==> src/ltw_pkg.sv <==
// Package for the logic-trigger word recognizer: types and constants
package ltw_pkg;
   localparam int NCH = 4;
   localparam int NCOL = 2;
   localparam int FILT_W = 16;
   localparam int CHOP_HZ = 1000000;
   localparam int CLK_HZ = 100000000;
   localparam int CHOP_CYC = CLK_HZ / CHOP_HZ;
   localparam int CHOP_W = 8;
   localparam logic [FILT_W-1:0] FILT_OFF = 16'h0000;
   localparam logic [1:0] CH_FIRST = 2'h0;
   localparam logic [1:0] CH_LAST = 2'h3;

   // Term encoding per channel
   typedef enum logic [2:0] {
      LTW_DONT_CARE,
      LTW_HIGH,
      LTW_LOW,
      LTW_RISE,
      LTW_FALL
   } ltw_term_e;

   typedef struct packed {
      ltw_term_e [NCH-1:0] term;
   } ltw_col_s;

   typedef struct packed {
      ltw_col_s [NCOL-1:0] col;
   } ltw_func_s;

   typedef enum logic [1:0] {
      LTW_MODE_A,
      LTW_MODE_B,
      LTW_MODE_A_THEN_B
   } ltw_mode_e;

   // Programming request from the front panel
   typedef struct packed {
      logic write;
      logic clear;
      logic sel_b;
      logic [0:0] col;
      logic [1:0] chan;
      ltw_term_e term;
   } ltw_prog_s;
endpackage : ltw_pkg

==> src/ltw_recognizer.sv <==
// Logic-trigger word recognizer: functions A/B, nesting, filter, display sequencing
//
// Behaviour
// Terms: high, low, or don't care
// Terms may match rising or falling edges
// Two columns, each AND of four terms
// Function is OR of both columns
// All-don't-care column counts as false
// Two stored functions; selected one drives output
// Programming selected function spares the other
// Nested: arm on A, fire on B
// After nested fire, wait for A again
// Monitor shows trigger, or external clock
// All displays off forces monitor on
// Filter suppresses short true intervals
// Filter bypassed for edge-sensitive functions
// Filter separate per function; optional on B
// Filter bypassed in clock-qualify or off
// Chopped mode switches channels near 1 MHz
// Alternate mode advances after each sweep
// Undisplayed channel still feeds trigger unless grounded
// Grounded channel feeds ground, stays displayed
// Logic family selects per-channel threshold range
// Clock-qualify fires only on chosen edge
// Reset input clears arming, inhibits B
// Reject edge terms with clock-qualify, both ways
// Nested output is a pulse in normal mode
// Filter counts system clock cycles
`timescale 1ns/10ps
module ltw_recognizer (
   input wire logic clk, // System clock, 100 MHz
   input wire logic reset, // Synchronous reset, high
   input wire logic [ltw_pkg::NCH-1:0] comparator_in, // Channel comparators above threshold
   input wire logic [ltw_pkg::NCH-1:0] channel_ground, // Channel grounded
   input wire logic [ltw_pkg::NCH-1:0] display_enable, // Channel display on
   input wire logic [ltw_pkg::NCH-1:0] logic_family_select, // 1 = TTL range, 0 = ECL
   input wire ltw_pkg::ltw_prog_s prog, // Function programming request
   input wire ltw_pkg::ltw_mode_e mode, // A, B or A then B
   input wire logic external_clock_qualify_req, // Requested clock-qualify state
   input wire logic ext_clock_rising, // Qualify on rising edge when high
   input wire logic ext_clock_in, // External clock, synchronous
   input wire logic reset_in, // Trigger inhibit input
   input wire logic [ltw_pkg::FILT_W-1:0] filter_cycles, // Filter length, 0 = off
   input wire logic filter_b_disable, // No filter on B in nested mode
   input wire logic gate_mode, // 1 = gate output in nested mode
   input wire logic monitor_req, // Operator request for monitor trace
   input wire logic alternate_chopped_select, // 1 = alternate, 0 = chopped
   input wire logic sweep_done, // One-cycle pulse at sweep end
   output logic trigger_out, // Trigger to time base
   output logic trigger_monitor_trace, // Monitor trace signal
   output logic trigger_monitor_on, // Monitor trace displayed
   output logic external_clock_qualify, // Clock-qualify in effect
   output logic prog_rejected, // Last edit or clock-qualify request rejected
   output logic armed, // Nested mode armed by A
   output logic [1:0] display_channel, // Channel being displayed
   output logic [ltw_pkg::NCH-1:0] amp_in, // Level fed to each amplifier
   output logic [ltw_pkg::NCH-1:0] ttl_range // Threshold range select per channel
);
   typedef enum logic [1:0] {ST_IDLE, ST_ARMED, ST_FIRED} ltw_nest_e;

   ltw_pkg::ltw_func_s func_a_q, func_b_q;
   ltw_pkg::ltw_func_s func_a_d, func_b_d;
   logic [ltw_pkg::NCH-1:0] lvl_q, lvl_prev_q;
   logic ext_prev_q, xq_q, rej_q, trig_q, mon_q, mon_on_q;
   logic [ltw_pkg::CHOP_W-1:0] chop_q;
   logic [1:0] disp_q;
   logic [ltw_pkg::NCH-1:0] lvl;
   ltw_nest_e nest_q, nest_d;

   // Term match against current and previous level
   function automatic logic term_match(input ltw_pkg::ltw_term_e t, input logic cur,
                                       input logic prv);
      unique case (t)
         ltw_pkg::LTW_DONT_CARE: term_match = 1'b1;
         ltw_pkg::LTW_HIGH: term_match = cur;
         ltw_pkg::LTW_LOW: term_match = !cur;
         ltw_pkg::LTW_RISE: term_match = cur && !prv;
         ltw_pkg::LTW_FALL: term_match = !cur && prv;
         default: term_match = 1'b0;
      endcase
   endfunction : term_match

   function automatic logic func_eval(input ltw_pkg::ltw_func_s f,
                                      input logic [ltw_pkg::NCH-1:0] cur,
                                      input logic [ltw_pkg::NCH-1:0] prv);
      logic res, col_and, col_act;
      res = 1'b0;
      for (int c = 0; c < ltw_pkg::NCOL; c++) begin
         col_and = 1'b1;
         col_act = 1'b0;
         for (int i = 0; i < ltw_pkg::NCH; i++) begin
            col_and &= term_match(f.col[c].term[i], cur[i], prv[i]);
            col_act |= (f.col[c].term[i] != ltw_pkg::LTW_DONT_CARE);
         end
         res |= col_and && col_act;
      end
      func_eval = res;
   endfunction : func_eval

   function automatic logic has_edge(input ltw_pkg::ltw_func_s f);
      logic e;
      e = 1'b0;
      for (int c = 0; c < ltw_pkg::NCOL; c++) begin
         for (int i = 0; i < ltw_pkg::NCH; i++) begin
            e |= (f.col[c].term[i] == ltw_pkg::LTW_RISE) ||
                 (f.col[c].term[i] == ltw_pkg::LTW_FALL);
         end
      end
      has_edge = e;
   endfunction : has_edge

   // Grounded channels feed ground; undisplayed ones still feed the trigger
   assign lvl = comparator_in & ~channel_ground;
   assign amp_in = lvl;
   assign ttl_range = logic_family_select;

   // Programming of the selected function only
   logic edit_is_edge, edit_ok, edge_any;
   ltw_pkg::ltw_func_s edited;
   assign edit_is_edge = (prog.term == ltw_pkg::LTW_RISE) || (prog.term == ltw_pkg::LTW_FALL);
   assign edit_ok = prog.clear || !(edit_is_edge && xq_q);
   assign edge_any = has_edge(func_a_q) || has_edge(func_b_q);

   always_comb begin
      edited = prog.sel_b ? func_b_q : func_a_q;
      if (prog.clear) begin
         edited = '0;
      end else begin
         edited.col[prog.col].term[prog.chan] = prog.term;
      end
   end

   assign func_a_d = (prog.write && edit_ok && !prog.sel_b) ? edited : func_a_q;
   assign func_b_d = (prog.write && edit_ok && prog.sel_b) ? edited : func_b_q;

   // Raw evaluations and filters
   logic raw_a, raw_b, filt_a, filt_b, byp_a, byp_b, filt_off;
   assign raw_a = func_eval(func_a_q, lvl_q, lvl_prev_q) && !reset_in;
   assign raw_b = func_eval(func_b_q, lvl_q, lvl_prev_q) && !reset_in;
   assign filt_off = (filter_cycles == ltw_pkg::FILT_OFF) || xq_q;
   assign byp_a = filt_off || has_edge(func_a_q);
   assign byp_b = filt_off || has_edge(func_b_q) ||
                  (filter_b_disable && mode == ltw_pkg::LTW_MODE_A_THEN_B);

   ltw_filter u_filt_a (
      .clk(clk),
      .reset(reset),
      .level_in(raw_a),
      .bypass(byp_a),
      .duration(filter_cycles),
      .level_out(filt_a)
   );

   ltw_filter u_filt_b (
      .clk(clk),
      .reset(reset),
      .level_in(raw_b),
      .bypass(byp_b),
      .duration(filter_cycles),
      .level_out(filt_b)
   );

   // External clock qualification
   logic ext_edge;
   assign ext_edge = ext_clock_rising ? (ext_clock_in && !ext_prev_q)
                                      : (!ext_clock_in && ext_prev_q);

   // Nested arming
   always_comb begin
      nest_d = nest_q;
      unique case (nest_q)
         ST_IDLE: begin
            if (filt_a && (!xq_q || ext_edge)) begin
               nest_d = ST_ARMED;
            end
         end
         ST_ARMED: begin
            if (reset_in) begin
               nest_d = ST_IDLE;
            end else if (filt_b && (!xq_q || ext_edge)) begin
               nest_d = ST_FIRED;
            end
         end
         ST_FIRED: begin
            if (!(gate_mode && filt_b)) begin
               nest_d = ST_IDLE;
            end
         end
      endcase
      if (mode != ltw_pkg::LTW_MODE_A_THEN_B) begin
         nest_d = ST_IDLE;
      end
   end

   logic sel_val, trig_d, mon_on_d;
   assign sel_val = (mode == ltw_pkg::LTW_MODE_B) ? filt_b : filt_a;
   always_comb begin
      if (mode == ltw_pkg::LTW_MODE_A_THEN_B) begin
         trig_d = (nest_d == ST_FIRED) && (gate_mode || nest_q != ST_FIRED);
      end else if (xq_q) begin
         trig_d = sel_val && ext_edge;
      end else begin
         trig_d = sel_val;
      end
   end
   assign mon_on_d = monitor_req || (display_enable == '0);

   // Display channel sequencing
   function automatic logic [1:0] next_chan(input logic [1:0] cur,
                                            input logic [ltw_pkg::NCH-1:0] en);
      logic [1:0] n, pick;
      logic found;
      pick = cur;
      found = 1'b0;
      for (int k = 1; k <= ltw_pkg::NCH; k++) begin
         n = 2'(int'(cur) + k);
         if (!found && en[n]) begin
            pick = n;
            found = 1'b1;
         end
      end
      next_chan = pick;
   endfunction : next_chan

   logic chop_wrap, step;
   assign chop_wrap = (chop_q == ltw_pkg::CHOP_W'(ltw_pkg::CHOP_CYC - 1));
   assign step = alternate_chopped_select ? sweep_done : chop_wrap;

   always_ff @(posedge clk) begin
      if (reset) begin
         func_a_q <= '0;
         func_b_q <= '0;
         lvl_q <= '0;
         lvl_prev_q <= '0;
         ext_prev_q <= 1'b0;
         xq_q <= 1'b0;
         rej_q <= 1'b0;
         nest_q <= ST_IDLE;
         trig_q <= 1'b0;
         mon_q <= 1'b0;
         mon_on_q <= 1'b1;
         chop_q <= '0;
         disp_q <= ltw_pkg::CH_FIRST;
      end else begin
         func_a_q <= func_a_d;
         func_b_q <= func_b_d;
         lvl_q <= lvl;
         lvl_prev_q <= lvl_q;
         ext_prev_q <= ext_clock_in;
         if (external_clock_qualify_req && !xq_q && edge_any) begin
            rej_q <= 1'b1;
         end else if (prog.write && !edit_ok) begin
            rej_q <= 1'b1;
         end else if (prog.write || external_clock_qualify_req != xq_q) begin
            rej_q <= 1'b0;
         end
         xq_q <= external_clock_qualify_req && (xq_q || !edge_any);
         nest_q <= nest_d;
         trig_q <= trig_d;
         mon_q <= xq_q ? ext_clock_in : trig_d;
         mon_on_q <= mon_on_d;
         chop_q <= chop_wrap ? '0 : chop_q + 1'b1;
         if (step) begin
            disp_q <= next_chan(disp_q, display_enable);
         end
      end
   end

   assign trigger_out = trig_q;
   assign trigger_monitor_trace = mon_q;
   assign trigger_monitor_on = mon_on_q;
   assign external_clock_qualify = xq_q;
   assign prog_rejected = rej_q;
   assign armed = (nest_q == ST_ARMED);
   assign display_channel = disp_q;

   nest_pulse_a: assert property (@(posedge clk) disable iff (reset)
      (mode == ltw_pkg::LTW_MODE_A_THEN_B && !gate_mode && trigger_out) |=> !trigger_out)
      else $error("nested trigger longer than a pulse");
   nest_arm_a: assert property (@(posedge clk) disable iff (reset)
      (mode == ltw_pkg::LTW_MODE_A_THEN_B && $rose(trigger_out)) |-> $past(armed))
      else $error("nested trigger without arming");
   nest_disarm_a: assert property (@(posedge clk) disable iff (reset)
      (mode == ltw_pkg::LTW_MODE_A_THEN_B && $rose(trigger_out)) |-> !armed)
      else $error("still armed after nested trigger");
   inhibit_arm_a: assert property (@(posedge clk) disable iff (reset)
      (armed && reset_in && mode == ltw_pkg::LTW_MODE_A_THEN_B) |=> !armed && !trigger_out)
      else $error("reset input did not disarm");
   monitor_force_a: assert property (@(posedge clk) disable iff (reset)
      (display_enable == '0) |=> trigger_monitor_on)
      else $error("monitor not forced on");
   monitor_src_a: assert property (@(posedge clk) disable iff (reset)
      !$past(xq_q) |-> (trigger_monitor_trace == trigger_out))
      else $error("monitor does not follow trigger");
   excl_qualify_a: assert property (@(posedge clk) disable iff (reset)
      external_clock_qualify |-> !(has_edge(func_a_q) || has_edge(func_b_q)))
      else $error("edge term with clock qualify");
   qual_edge_a: assert property (@(posedge clk) disable iff (reset)
      (xq_q && mode != ltw_pkg::LTW_MODE_A_THEN_B && !ext_edge) |=> !trigger_out)
      else $error("qualified trigger off clock edge");
   unsel_keep_a: assert property (@(posedge clk) disable iff (reset)
      (prog.write && !prog.sel_b) |=> $stable(func_b_q))
      else $error("unselected function changed");
   chop_step_a: assert property (@(posedge clk) disable iff (reset)
      (!alternate_chopped_select && chop_q != 8'h00) |=> $stable(disp_q) || chop_q == 8'h00)
      else $error("chopped channel switched early");

   nest_fire_c: cover property (@(posedge clk) disable iff (reset)
      mode == ltw_pkg::LTW_MODE_A_THEN_B && $rose(trigger_out));
   qual_fire_c: cover property (@(posedge clk) disable iff (reset)
      xq_q && $rose(trigger_out));
   reject_c: cover property (@(posedge clk) disable iff (reset) $rose(prog_rejected));
   alt_step_c: cover property (@(posedge clk) disable iff (reset)
      alternate_chopped_select && sweep_done);
endmodule : ltw_recognizer

==> src/ltw_filter.sv <==
// Minimum-duration trigger filter for one trigger function
`timescale 1ns/10ps
module ltw_filter (
   input wire logic clk, // System clock
   input wire logic reset, // Synchronous reset, high
   input wire logic level_in, // Raw function value
   input wire logic bypass, // Pass raw value straight through
   input wire logic [ltw_pkg::FILT_W-1:0] duration, // Cycles to stay true
   output logic level_out // Filtered function value
);
   logic [ltw_pkg::FILT_W-1:0] count_q;
   logic [ltw_pkg::FILT_W-1:0] count_d;
   logic reached;

   assign reached = (count_q >= duration);
   assign count_d = !level_in ? '0 : (reached ? count_q : count_q + 1'b1);
   assign level_out = bypass ? level_in : (level_in && reached);

   always_ff @(posedge clk) begin
      if (reset) begin
         count_q <= '0;
      end else begin
         count_q <= count_d;
      end
   end

   filter_short_a: assert property (@(posedge clk) disable iff (reset)
      (!bypass && $rose(level_in) && duration > 16'h0001) |-> !level_out)
      else $error("filter passed a pulse too early");
   filter_bypass_a: assert property (@(posedge clk) disable iff (reset)
      bypass |-> (level_out == level_in))
      else $error("filter bypass did not pass input");
endmodule : ltw_filter

==> config.mk <==
export PLATFORM = sky130hd
export DESIGN_NAME = ltw_recognizer
export DESIGN_NICKNAME = d
export VERILOG_FILES = /design/src/ltw_pkg.sv /design/src/ltw_recognizer.sv /design/src/ltw_filter.sv
export SDC_FILE = /design/constraint.sdc
export NUM_CORES = 1
export LEC_CHECK = 0
export BUFFER_PORTS_ARGS = -buffer_cell sky130_fd_sc_hd__buf_2
export CORE_ASPECT_RATIO = 0.7
export CORE_UTILIZATION = 50
export DETAILED_ROUTE_END_ITERATION = 8
export GPL_ROUTABILITY_DRIVEN = 0
export PLACE_DENSITY_LB_ADDON = 0.12
export REMOVE_ABC_BUFFERS = 1
export SYNTH_ARGS = -nofsm -noshare
export SYNTH_HDL_FRONTEND = slang
export SYNTH_SLANG_ARGS = --single-unit
==> constraint.sdc <==
create_clock -name clk -period 3.04 [get_ports clk]
set_clock_uncertainty 0.15 [all_clocks]
set_input_delay 0.608 -clock clk [delete_from_list [all_inputs] [get_ports clk]]
set_output_delay 0.608 -clock clk [all_outputs]
set_load 0.05 [all_outputs]
Yosys cells after proc, flatten, opt, wreduce, memory -nomap -nowiden
Index checks and enable logic that the tools add are counted.

Register bits after elaboration: 106. Bits of input ports: 54. Output and inout bits: 16. Word-level logic and storage cells: 351.

Add/sub/neg operators: 7. Order comparisons: 10. Equality and inequality tests: 75. Mux-type cells: 61. Bitwise logic cells: 44. Reduce and logical (&&, ||, !) cells: 125.

Operator list (number): equality test 3 x 2 -> 1 bit (second input constant) (33); one-hot mux 1 bit (5 select lines) (16); equality test 3 bit (second input constant) (17); nonzero test 3 bit (17); equality test 3 x 1 -> 1 bit (second input constant) (16); logical NOT 3 bit (16); 2-to-1 mux 24 bit (2); logical AND 1 bit (37); adder 16 x 1 -> 16 bit (second input constant) (2); >= comparator 16 bit (2); logical OR 1 bit (28); bitwise OR 1 bit (28); bitwise mux 24 bit (1); 2-to-1 mux 1 bit (24); logical NOT 1 bit (19); 2-to-1 mux 2 bit (9); logical NOT 16 bit (1); < comparator 2 x 3 -> 1 bit (second input constant) (5); AND 1 bit (12); demux 12 bit (select 1 bit) (1); 2-to-1 mux 12 bit (1); adder 8 x 1 -> 8 bit (second input constant) (1); binary-select mux 1 bit (select 2 bit) (4); equality test 8 x 7 -> 1 bit (second input constant) (1); 20 further kinds (29).

Depth between registers and ports, before layout
Depth after elaboration: 21. Mapped depth: 10. Gate-level depth less buffers: 10.

Cells and area by module
A second synthesis with hierarchy kept.

Cell total of the unflattened synthesis: 876. Area total of the unflattened synthesis: 7043.0 um2.

By module, submodules not included: ltw_recognizer (times used 1, cells each 584, area an instance 4683.2 um2, seq. area each 1481.4 um2); ltw_filter (times used 2, cells each 146, area an instance 1179.9 um2, seq. area each 320.3 um2).

Worst setup path after synthesis
Ideal clock, no wire load.

Path type: input port to flip-flop. From: in filter_cycles[5] (netlist bit). To: reg u_filt_b.count_q[10] (netlist bit). Library setup time: 70 ps. Arrival: 2820 ps. Required time: 2820 ps. Path slack: 0 ps. Cell stages on the path: 10. Path buffers: 1. Cells stage by stage: inv_1 ha_1 and3_1 o311a_1 o21ai_2 nand4_4 or4_1 buf_2 or3_1 a21oi_1.

Cells in the longest elaborated chain, start to end: 1.

Ends and longest elaborated chain: start: declaration (line ltw_recognizer.sv:43) `input wire logic [ltw_pkg::FILT_W-1:0] filter_cycles,`; >= comparator 16 bit (line ltw_filter.sv:15) `assign reached = (count_q >= duration);`; end signal: assignment (line ltw_filter.sv:23) `count_q <= count_d;`; end: declaration (line ltw_filter.sv:11) `logic [ltw_pkg::FILT_W-1:0] count_q;`.

Every way passes these cells. A chain may end at the register's enable or synchronous reset.

Worst setup path after layout
From: reg lvl_q[0] (netlist bit). To: reg mon_q, in the netlist trigger_monitor_trace.

Cells in the longest elaborated chain, start to end: 20. Elaborated cells between the ends (all ways): 47. Classes of those cells: eq/ne: 1; mux: 16; bitwise: 14; reduce/logical: 16.

Ends and longest elaborated chain: start: declaration (line ltw_recognizer.sv:63) `logic [ltw_pkg::NCH-1:0] lvl_q, lvl_prev_q;`; start signal: assignment (line ltw_recognizer.sv:247) `lvl_q <= lvl;`; logical NOT 1 bit (line ltw_recognizer.sv:76, ltw_recognizer.sv:78); logical AND 1 bit (line ltw_recognizer.sv:78) `ltw_pkg::LTW_FALL: term_match = !cur && prv;`; one-hot mux 1 bit (5 select lines) (line ltw_recognizer.sv:73) `unique case (t)`; AND 1 bit (3 in a row) (line ltw_recognizer.sv:92) `col_and &= term_match(f.col[c].term[i], cur[i], prv[i]);`; logical AND 1 bit (line ltw_recognizer.sv:95) `res |= col_and && col_act;`; bitwise OR 1 bit (line ltw_recognizer.sv:95); logical AND 1 bit (line ltw_recognizer.sv:139) `assign raw_b = func_eval(func_b_q, lvl_q, lvl_prev_q) && !reset_in;`; logical AND 1 bit (line ltw_filter.sv:17) `assign level_out = bypass ? level_in : (level_in && reached);`; [... 2 more ...]; 2-to-1 mux 2 bit (line ltw_recognizer.sv:180) `end else if (filt_b && (!xq_q || ext_edge)) begin`; 2-to-1 mux 2 bit (line ltw_recognizer.sv:178) `if (reset_in) begin`; one-hot mux 2 bit (3 select lines) (line ltw_recognizer.sv:171) `unique case (nest_q)`; 2-to-1 mux 2 bit (line ltw_recognizer.sv:190) `if (mode != ltw_pkg::LTW_MODE_A_THEN_B) begin`; equality test 2 bit (line ltw_recognizer.sv:199) `trig_d = (nest_d == ST_FIRED) && (gate_mode || nest_q != ST_FIRED);`; logical AND 1 bit (line ltw_recognizer.sv:199); 2-to-1 mux 1 bit (*) (line ltw_recognizer.sv:198) `if (mode == ltw_pkg::LTW_MODE_A_THEN_B) begin`; 2-to-1 mux 1 bit (*) (line ltw_recognizer.sv:260) `mon_q <= xq_q ? ext_clock_in : trig_d;`; end signal: assignment (line ltw_recognizer.sv:260); end: declaration (line ltw_recognizer.sv:64) `logic ext_prev_q, xq_q, rej_q, trig_q, mon_q, mon_on_q;`.

Every way passes the cells marked *; elsewhere a longest branch is shown, timed or not.

==> results.txt <==
status: finished clean
Clock Tree Buf Depth: 2
peak supply drop: 251 µV
pwr/cell area: 389 mW/mm²
hpwl dp: 14300 µm
Yosys cell types: 66
Sink Count: 106
DIE AREA: 0.0140 mm²
Clock Tree Root: clkbuf_16
antenna cell count: 0
Flop pwr share: 48.1%
most frequent cells in the layout: nor2_1 (156), dfxtp_1 (105), mux2i_1 (75)
Worst Tran Pin Value: 0.834 ns
Hold Path Class: input port to flop
Worst Setup Start Kind: flop
CP endpoint kind: flop
Async S/R FF share, synth: 0%
Net Sw Frac: 28.5%
sequential share of the synthesized area: 31.4%
top cells by area, synth: dfxtp_1 (31%), mux2i_1 (11%), nor2_1 (8.7%)
drt initial violations: 599
DR pass1 iterations: 8
met2 usage: 39.8%
final hold viol count: 0
Setup Viol. Count Final: 0
Net Sw Power: 0.856 mW
gr busiest metal: met1
Synth area leader: dfxtp_1
largest net degree at the start of global routing: 68
max_cap viols: 0
# IOs: 70
fillers: 1160
total CTS buffers: 9
Int Pwr: 2.15 mW
P&R area growth vs syn: 14.1%
DR WL/cell: 17.3 µm
Crit Path Max Fanout: 8
crit path kind: flop to flop
Mapped Cells: 846
initial core utilization: 51.3%
Detailed Route WL: 19000 µm
site row count: 35
vias in the first global route: 5931
unrepaired setup endpoints after global routing: false
DRC viols: 0
total number of vias: 6466
post-route antenna net violation count: 0
Tcrit/Tclk final: 97.2%
met1 usage in global routing: 41.1%
Total GRT Usage: 28.1%
commonest non-fill, non-tap cell in the layout: nor2_1
TritonCTS clock tree: built
P_leak: 3.22 nW
Port-buffer cells: 61
met3 usage: 7.70%
Worst Path Arrival: 3.09 ns
yosys synthesis warning count: 0
first-pass GRT wire length: 30600 µm
Die Y: 99.3 µm
clock latency on the worst-skew pair: 0.36 ns
Reg clk slew, reported paths: 0.08 ns
Hold WS: 0.292 ns
Tmin final: 2.96 ns
Netlist Area Pre-Place: 0.00676 mm²
global route overflow: 0
via/cell ratio: 5.88
Main synth FF type: dfxtp_1
Slew Limit Fails: 0
synthesized area per cell: 8.00 µm²
nets@finish: 1002
share of cells above drive strength 1: 14.3%
combinational share of power: 13.3%
fmax: 338 MHz
die width: 141 µm
Rel. slew slack: 44.3%
flops & latches, synth: 106
share of the synthesized area in the top cell type: 31.4%
EDFF count, synth: 0
H-tree depth: 3
Worst EP required: 3.17 ns
floorplan core area: 0.0132 mm²
initial antenna violation count: 0
Clk network pwr share: 38.7%
Power, Total: 3.00 mW
==> power groups by stage <==
stage	clock network (mW)	logic, mW	registers, mW
after floorplan	0	0.205	1.48
after global placement	0	0.374	1.47
after detailed placement	0	0.386	1.47
after CTS	1.19	0.388	1.44
after global routing	1.24	0.431	1.45
final	1.16	0.398	1.44
==> through the flow <==
step	setup TNS, ns	util [%]	cells	area (µm²)	setup WS (ns)
after global routing	0	58.5	1100	7720	0.00624
final	0	58.5	1100	7720	0.0839
after CTS	0	58.3	1100	7680	0.0634
after floorplan	-1.94	-	805	6590	-0.0797
after detailed placement	-1.17	56.0	1084	7390	-0.222
after global placement	-0.609	56.0	1084	7390	-0.149
==> kinds of logic after synthesis <==
kind of cell / Yosys count / synth area share (%)
AND/OR/NAND/NOR: 350 / 25.6
AO/OA/AOI/OAI: 172 / 16.3
flip-flops: 106 / 31.4
multiplexers: 75 / 11.1
buffers and inverters: 73 / 4.40
adder cells (fa/ha/maj): 38 / 7.03
XOR/XNOR: 32 / 4.14
==> path summary, 6_finish.rpt <==
kind              cells after the start                     to  slack (ns)         from
setup / recovery                      8  trigger_monitor_trace        0.08     lvl_q[0]
hold reg to reg                       1              chop_q[0]        0.32    chop_q[0]
setup reg to reg                      8  trigger_monitor_trace        0.08     lvl_q[0]
hold / removal                        2     trigger_monitor_on        0.29  monitor_req
==> state kept, by name, summed over array words and instances, names as in the netlist <==
register and cells:
lvl_q 4, u_filt_b.count_q 16, func_a_q 24, func_b_q 24
chop_q 8, trigger_monitor_trace 1, ext_prev_q 1, nest_q 2
external_clock_qualify 1, trigger_out 1, display_channel 2, u_filt_a.count_q 16
prog_rejected 1, lvl_prev_q 4, trigger_monitor_on 1
==> final cells by class <==
| cell class | count | area (µm²) | area share (%) |
|---|---|---|---|
| inverter | 32 | 120 | 1.56 |
| timing repair buffer | 94 | 566 | 7.33 |
| multi-input combinational | 667 | 4380 | 56.8 |
| sequential | 106 | 2120 | 27.5 |
| tap | 185 | 231 | 3.00 |
| clock buffer | 9 | 225 | 2.92 |
| clock inverter | 7 | 70.1 | 0.908 |
==> worst max-delay path, cell delays in order, from the launching register on <==
cell and delay [ns]:
dfxtp_1 0.57, inv_1 0.13, a2bb2oi_1 0.19, nand4_1 0.14, a2111oi_0 0.57, a41oi_1 0.20
a2111oi_0 0.65, o21ai_0 0.16, o211ai_1 0.12
==> repair_timing <==
item,in CTS,in global routing
hold buffers,0,0
resized for setup,0,6
hold endpoints to repair,0,0
setup endpoints to repair,0,5
buffers inserted,0,0
==> synthesized netlist by cell type, types with 5 or more instances <==
| cell | instances |
|---|---|
| nand3_1 | 18 |
| clkbuf_1 | 24 |
| mux2i_1 | 75 |
| a21oi_1 | 63 |
| inv_1 | 32 |
| xnor2_1 | 11 |
| nand2b_1 | 31 |
| nor3_1 | 9 |
| nand4_1 | 12 |
| nor4_1 | 16 |
| xor2_1 | 21 |
| o21ai_0 | 29 |
| a211oi_1 | 27 |
| dfxtp_1 | 106 |
| nor2_1 | 156 |
| or3_1 | 7 |
| o21a_1 | 7 |
| nor2b_1 | 18 |
| or2_2 | 5 |
| nand2_1 | 43 |
| nand3b_1 | 6 |
| buf_1 | 6 |
| and3_1 | 8 |
| ha_1 | 38 |
| buf_2 | 6 |
==> per-layer routing <==
metal,vias to the layer above,part of all wire (%)
met3,29,10
li1,3141,-
met5,-,0
met1,3025,48
met4,0,1.7
met2,271,40
(Power assumes the default switching activity.)
